**config.mk**
```make
export PLATFORM = sky130hd
export DESIGN_NAME = szdf_zero_flags
export DESIGN_NICKNAME = d
export VERILOG_FILES = /design/src/hw/szdf_pkg.sv /design/src/hw/szdf_zero_flags.sv
export VERILOG_INCLUDE_DIRS = /design/src /design/src/hw
export SDC_FILE = /design/constraint.sdc
export NUM_CORES = 1
export LEC_CHECK = 0
export ABC_AREA = 0
export BUFFER_PORTS_ARGS = -buffer_cell sky130_fd_sc_hd__buf_2
export CAP_MARGIN = 25
export CORE_ASPECT_RATIO = 1.5
export CORE_MARGIN = 1
export CORE_UTILIZATION = 50
export DETAILED_ROUTE_END_ITERATION = 8
export GPL_ROUTABILITY_DRIVEN = 0
export PLACE_DENSITY_LB_ADDON = 0.3
export SLEW_MARGIN = 20
export SYNTH_ARGS = -nofsm -noshare
export SYNTH_HDL_FRONTEND = slang
export SYNTH_SLANG_ARGS = --single-unit
```
**constraint.sdc**
```tcl
create_clock -name clk -period 2.05 [get_ports clk]
set_clock_uncertainty 0.1 [all_clocks]
set_input_delay 0.205 -clock clk [delete_from_list [all_inputs] [get_ports clk]]
set_output_delay 0.205 -clock clk [all_outputs]
set_load 0.02 [all_outputs]
```
**src/hw/szdf_consts.svh**
```systemverilog
// Purpose: Constants for the stereo zero-detect flag block
// Assumes: Included by bare name
// Notes: Counts in frame-clock periods
`ifndef SZDF_CONSTS_SVH
`define SZDF_CONSTS_SVH
`define SZDF_ZERO_RUN_LEN 1024
`define SZDF_MODE_INDEP 1'h0
`define SZDF_MODE_COMMON 1'h1
`define SZDF_POL_HIGH 1'h0
`define SZDF_POL_LOW 1'h1
`define SZDF_MOD_LEVELS 8
`define SZDF_MOD_ORDER 4
`define SZDF_OSR 64
`define SZDF_FLAG_RST 1'h0
`define SZDF_OE_RST 1'h1
`define SZDF_OE_ON 1'h1
`define SZDF_OE_OFF 1'h0
`define SZDF_UNASSIGNED_LEVEL 1'h0
`endif

```
**src/hw/szdf_pkg.sv**
```systemverilog
// Purpose: Types for the stereo zero-detect flag block
// Assumes: Nothing
// Notes: Sample pair carrier
package szdf_pkg;
  typedef struct packed {
    logic [23:0] left;
    logic [23:0] right;
  } szdf_pair_t;
endpackage

```
**src/hw/szdf_zero_flags.sv**
```systemverilog
// Purpose: Per-channel zero-run detection and zero flag outputs
// Assumes: Samples arrive from same-clock logic with a one-cycle frame strobe
// Notes: Modulator and oversampling are outside this block; constants only
`timescale 1ns/1ps
`default_nettype none
`include "szdf_consts.svh"
module szdf_zero_flags
  import szdf_pkg::*;
#(
  parameter int RUN_LEN = `SZDF_ZERO_RUN_LEN,
  parameter int OSR = `SZDF_OSR
) (
  input wire logic clk,
  input wire logic rst_n,
  input wire logic frame_clock,
  input wire szdf_pair_t sample_in,
  input wire logic flag_mode_select,
  input wire logic flag_polarity_select,
  output logic right_zero_flag,
  output logic left_zero_flag,
  output logic left_zero_flag_oe
);
  localparam int CW = $clog2(RUN_LEN + 1);
  localparam logic [CW-1:0] RUN_TOP = CW'(RUN_LEN);

  // Elaboration checks on values the logic cannot serve
  generate
    if (RUN_LEN < 1) begin : g_bad_run
      $error("RUN_LEN must be at least 1");
    end
    if (OSR != `SZDF_OSR) begin : g_bad_osr
      $error("Combined oversampling fixed at 64");
    end
    if (`SZDF_MOD_LEVELS != 8 || `SZDF_MOD_ORDER != 4) begin : g_bad_mod
      $error("Modulator must be 8-level, fourth order");
    end
  endgenerate

  logic [1:0] zero_now;
  logic [1:0] chan_det;
  logic right_flag_ff;
  logic left_flag_ff;
  logic left_oe_ff;
  logic common_det;

  assign zero_now[0] = (sample_in.left == 24'h000000);
  assign zero_now[1] = (sample_in.right == 24'h000000);

  genvar ch;
  generate
    for (ch = 0; ch < 2; ch++) begin : g_chan
      logic [CW-1:0] run_ff;
      // Own counter per channel
      always_ff @(posedge clk or negedge rst_n) begin
        if (!rst_n) begin
          run_ff <= '0;
        end else if (frame_clock) begin
          if (!zero_now[ch]) begin
            run_ff <= '0;
          end else if (run_ff != RUN_TOP) begin
            run_ff <= run_ff + CW'(1);
          end
        end
      end
      assign chan_det[ch] = (run_ff == RUN_TOP);
    end
  endgenerate

  assign common_det = chan_det[0] & chan_det[1];

  // Polarity: XOR with select bit, 0 high on detect, 1 low
  // Right pin: right channel flag, or common flag in mode 1
  always_ff @(posedge clk or negedge rst_n) begin
    if (!rst_n) begin
      right_flag_ff <= `SZDF_FLAG_RST;
    end else if (flag_mode_select == `SZDF_MODE_COMMON) begin
      right_flag_ff <= common_det ^ flag_polarity_select;
    end else begin
      right_flag_ff <= chan_det[1] ^ flag_polarity_select;
    end
  end

  // Left pin: left channel flag, parked low when unassigned
  always_ff @(posedge clk or negedge rst_n) begin
    if (!rst_n) begin
      left_flag_ff <= `SZDF_FLAG_RST;
    end else if (flag_mode_select == `SZDF_MODE_COMMON) begin
      left_flag_ff <= `SZDF_UNASSIGNED_LEVEL;
    end else begin
      left_flag_ff <= chan_det[0] ^ flag_polarity_select;
    end
  end

  // Left pin enable: on during reset in either mode, then off while the pin has no assignment
  always_ff @(posedge clk or negedge rst_n) begin
    if (!rst_n) begin
      left_oe_ff <= `SZDF_OE_RST;
    end else if (flag_mode_select == `SZDF_MODE_COMMON) begin
      left_oe_ff <= `SZDF_OE_OFF;
    end else begin
      left_oe_ff <= `SZDF_OE_ON;
    end
  end

  assign right_zero_flag = right_flag_ff;
  assign left_zero_flag = left_flag_ff;
  assign left_zero_flag_oe = left_oe_ff;
endmodule // szdf_zero_flags
`default_nettype wire

```
[After elaboration in Yosys (flattened, before gate mapping)]
Index checks and enable logic that the tools add are counted.
Word-level totals
  flip-flop bits (word level): 25
  output and inout port bits: 3
  input port bits: 53
  word-level logic and storage cells: 28
Operators by class
  bitwise logic cells: 4
  mux-type cells: 7
  eq/ne operators: 6
  reductions and logical operators: 4
  $add $sub $neg: 2
Operators with widths (count)
  $logic_not A24 Y1: 2
  $mux W11: 4
  $add A11 B1 Y11 const B: 2
  $eq A11 B11 Y1 const B: 2
  $ne A11 B11 Y1 const B: 2
  $ne A2 B1 Y1 const B: 2
  $reduce_and A2 Y1: 2
  $mux W1: 3
  $xor A1 B1 Y1: 3
  $and A1 B1 Y1: 1

[Logic depth before layout (Yosys ltp)]
  depth after elaboration: 4
  mapped depth: 6
  gate-level depth less buffers: 6

[Least setup slack after synthesis]
OpenSTA, ideal clock, no wires.
  path kind: register to register
  start point: reg g_chan[1].run_ff[0]
  end point: reg g_chan[1].run_ff[1]
  data arrival time: 1430 ps
  path buffers: 0
  cell stages (with the launch flop): 7
  clock period less this slack: 1656 ps
  library setup time: 126 ps
  slack: 394 ps
  required time: 1824 ps
  cell sequence: dfrtp_1 > inv_1 > ha_1 > nor4b_2 > nand4b_2 > and3_1 > a221o_1
On the way
  longest elaborated chain between the ends: 3
  elaborated cells on any way between the ends: 6
  those cells by class: add/sub: 1; eq/ne: 2; mux: 2; reduce/logical: 1
Ends and longest elaborated chain
  from (decl): line szdf_zero_flags.sv:52  | logic [CW-1:0] run_ff;
  from (signal assigned): line szdf_zero_flags.sv:61  | run_ff <= run_ff + CW'(1);
  $add A11 B1 Y11 / $ne A11 B11 Y1 (equally long branches): line szdf_zero_flags.sv:61, szdf_zero_flags.sv:60
  $mux W11 / $ne A2 B1 Y1 (equally long branches)
  $mux W11 / $reduce_and A2 Y1 (equally long branches)
Several ways; a longest one is shown, not always the timed one. The select of a mux whose other input is x is not followed.
A chain may end at the register's enable or synchronous reset.

[Final worst setup path]
  start point: reg g_chan[1].run_ff[1]
  end point: reg g_chan[1].run_ff[1]
The elaborated chain is that of the path after synthesis.

==> impl_metrics.ini <==
[status]
status = finished clean

[global_route]
overflow = 0
grt_pass1_wl_mm = 7.12
grt_usage_pct = 25.9
grt_pass1_vias = 1743
antenna_found_initial = 0
grt_start_max_net_pins = 26

[timing]
rsz0062_at_grt = false
setup_slack_ns = 0.186
final-hold-violation-count = 0
finalCritPeriodShare_pct = 90.9
relSlewSlack_pct = 62.7
worst_slew_pin_slew_ns = 0.560
fmax_ghz = 0.536
fin_crit_ns = 1.86
fin_setup_tns_ns = 0
holdWs_ns = 0.0353
maxSlewViolCount = 0
setup_violations = 0

[cells_and_area]
syn_to_final_growth_pct = 21.7
fin_nets = 290
seq_area_sq_um = 627
final_cells = 272
fillers = 283
layout-drive-gt1-share_pct = 28.0
multi_input_area_sq_um = 905
antenna_cells = 0

[synthesis]
yosysUniqueCellTypes = 39
synth_ff_type = dfrtp_1
ys_seq_area_share_pct = 38.5
ys_ff_latch = 25
synth_nets = 236
synth_common_cells = 24 x dfrtp_1, 17 x nor4_1, 16 x nand3_1
ys_top_cells_by_area = dfrtp_1 37%, nor4_1 6.5%, nand3_1 4.9%
synth_warnings = 0
synth_edf_count = 0
yosysTopAreaCellShare_pct = 36.9
synthArstFlopShare_pct = 100
yosysTopAreaCell = dfrtp_1
avgSynthCellArea_sq_um = 9.09
synth_most_common_cell = dfrtp_1
syn_inst = 179
synth_area_sq_um = 1630

[detailed_routing]
vias_per_cell = 6.13
wl_per_cell_microns = 14.5
drt-total-wl_mm = 3.94
drc = 0
vias = 1668
dr.first_iter.drc_count = 49
firstDrtPassIters = 4
drt.antenna.violating_nets = 0

[power]
power.density_nw_per_um2 = 444
p_leak_uw = 0.000855
ir_drop_uv = 310

[die]
row_count = 25
dieArea_sq_um = 3490
dieHeight_microns = 71.9
core_sq_um = 3130
start_util_pct = 52.0
die_x_microns = 48.6
ios = 56

[clock_tree]
tritoncts = yes
post_cts_buffers = 0
clockBufferDepth = 2
htreeDepth = 1
cts_root_buffer = clkbuf_8
clkTransAtPathRegs_ns = 0.09
cts_buffers = 3
hold_buffers = 2
cts_resized = 0
cts.sinks = 25
clk_latency_ns = 0.27

[place]
post-dp-hpwl_mm = 3.08
place.port_buffers = 55
dp.cells = 266
place_ws_ns = 0.223

[critical_path]
cp-end-kind = register
worst_r2r_endpoint = g_chan[1].run_ff[1]
crit_required_ns = 2.10
cp-startpoint = g_chan[1].run_ff[1]
worstReg2RegStart = g_chan[1].run_ff[1]
crit_end = g_chan[1].run_ff[1]
rrSetupSlack_ns = 0.19
startpoint_type = register
crit_arrival_ns = 1.92
crit_type = reg2reg
rr_worst_depth = 6
critPathMaxFanout = 7

[hold_path]
hold_class = in2reg

[job]
drv_cap = 0
## metal layers
layer | global-route usage [%] | wire (microns) | vias to the layer above
li1 | - | - | 804
met1 | 26.2 | 1500 | 784
met2 | 52.1 | 2200 | 64
met3 | 2.76 | 153 | 16
met4 | 11.8 | 76 | 0
met5 | 0 | 0 | -
## sequential cells by signal, indices dropped and copies added, names as in the netlist
register / cells
left_zero_flag: 1
g_chan.run_ff: 22
right_zero_flag: 1
left_zero_flag_oe: 1
## worst min path at each step
stage / startpoint / end / slack [ns] / cells past startpoint
2_1_floorplan: rst_n / g_chan[0].run_ff[0] / -0.19 / 0
3_3_place_gp: rst_n / g_chan[1].run_ff[4] / 0.13 / 1
3_5_place_dp: rst_n / g_chan[1].run_ff[10] / 0.13 / 1
4_1_cts: flag_polarity_select / right_zero_flag / 0.04 / 2
5_1_grt: flag_polarity_select / right_zero_flag / 0.04 / 2
6_report: flag_polarity_select / right_zero_flag / 0.04 / 2
## cell usage in the layout (no fill, tap or decap), types with 6 or more instances in the layout
master     count
nand2_1        9
nor4_1        17
nand3_1       16
inv_1         13
o2bb2ai_1      7
and3_1         7
dfrtp_1       24
nand4_1        9
a31oi_1       11
mux2i_1        6
buf_2         55
## area by class of cell
cell class	instances	area share (%)
Clock buffer	3	2.09
Clock inverter	1	0.253
Inverter	13	2.47
Multi-Input combinational cell	132	45.7
Sequential cell	25	31.7
Tap cell	40	2.53
Timing Repair Buffer	58	15.3
## stage by stage
step           cell area [sq um]  util, %  total power [uW]
2_1_floorplan               1630        -               533
3_3_place_gp                1910     61.2               597
3_5_place_dp                1910     61.2               599
4_1_cts                     1980     63.3               883
5_1_grt                     1980     63.3               912
6_report                    1980     63.3               878
## critical path: stages (launching register included)
cell and delay, ns:
dfrtp_1 0.44, inv_1 0.09, ha_1 0.13, nor4b_2 0.22, nand4b_2 0.25, and3_1 0.23, a221o_1 0.30
## power breakdown
part	switching, uW	leakage [uW]	internal (uW)	total [uW]
clock	152	0.0000255	136	288
sequential	0.599	0.000343	496	497
combinational	44.7	0.000487	48.5	93.3
## cell families after synthesis
logic type,share of synthesized area [%]
xor+xnor,1.08
flops,38.5
simple gates,31.6
mux,3.69
buf+inv,5.85
compound gates,16.2
fa+ha+maj,3.08
(Power assumes the default switching activity.)
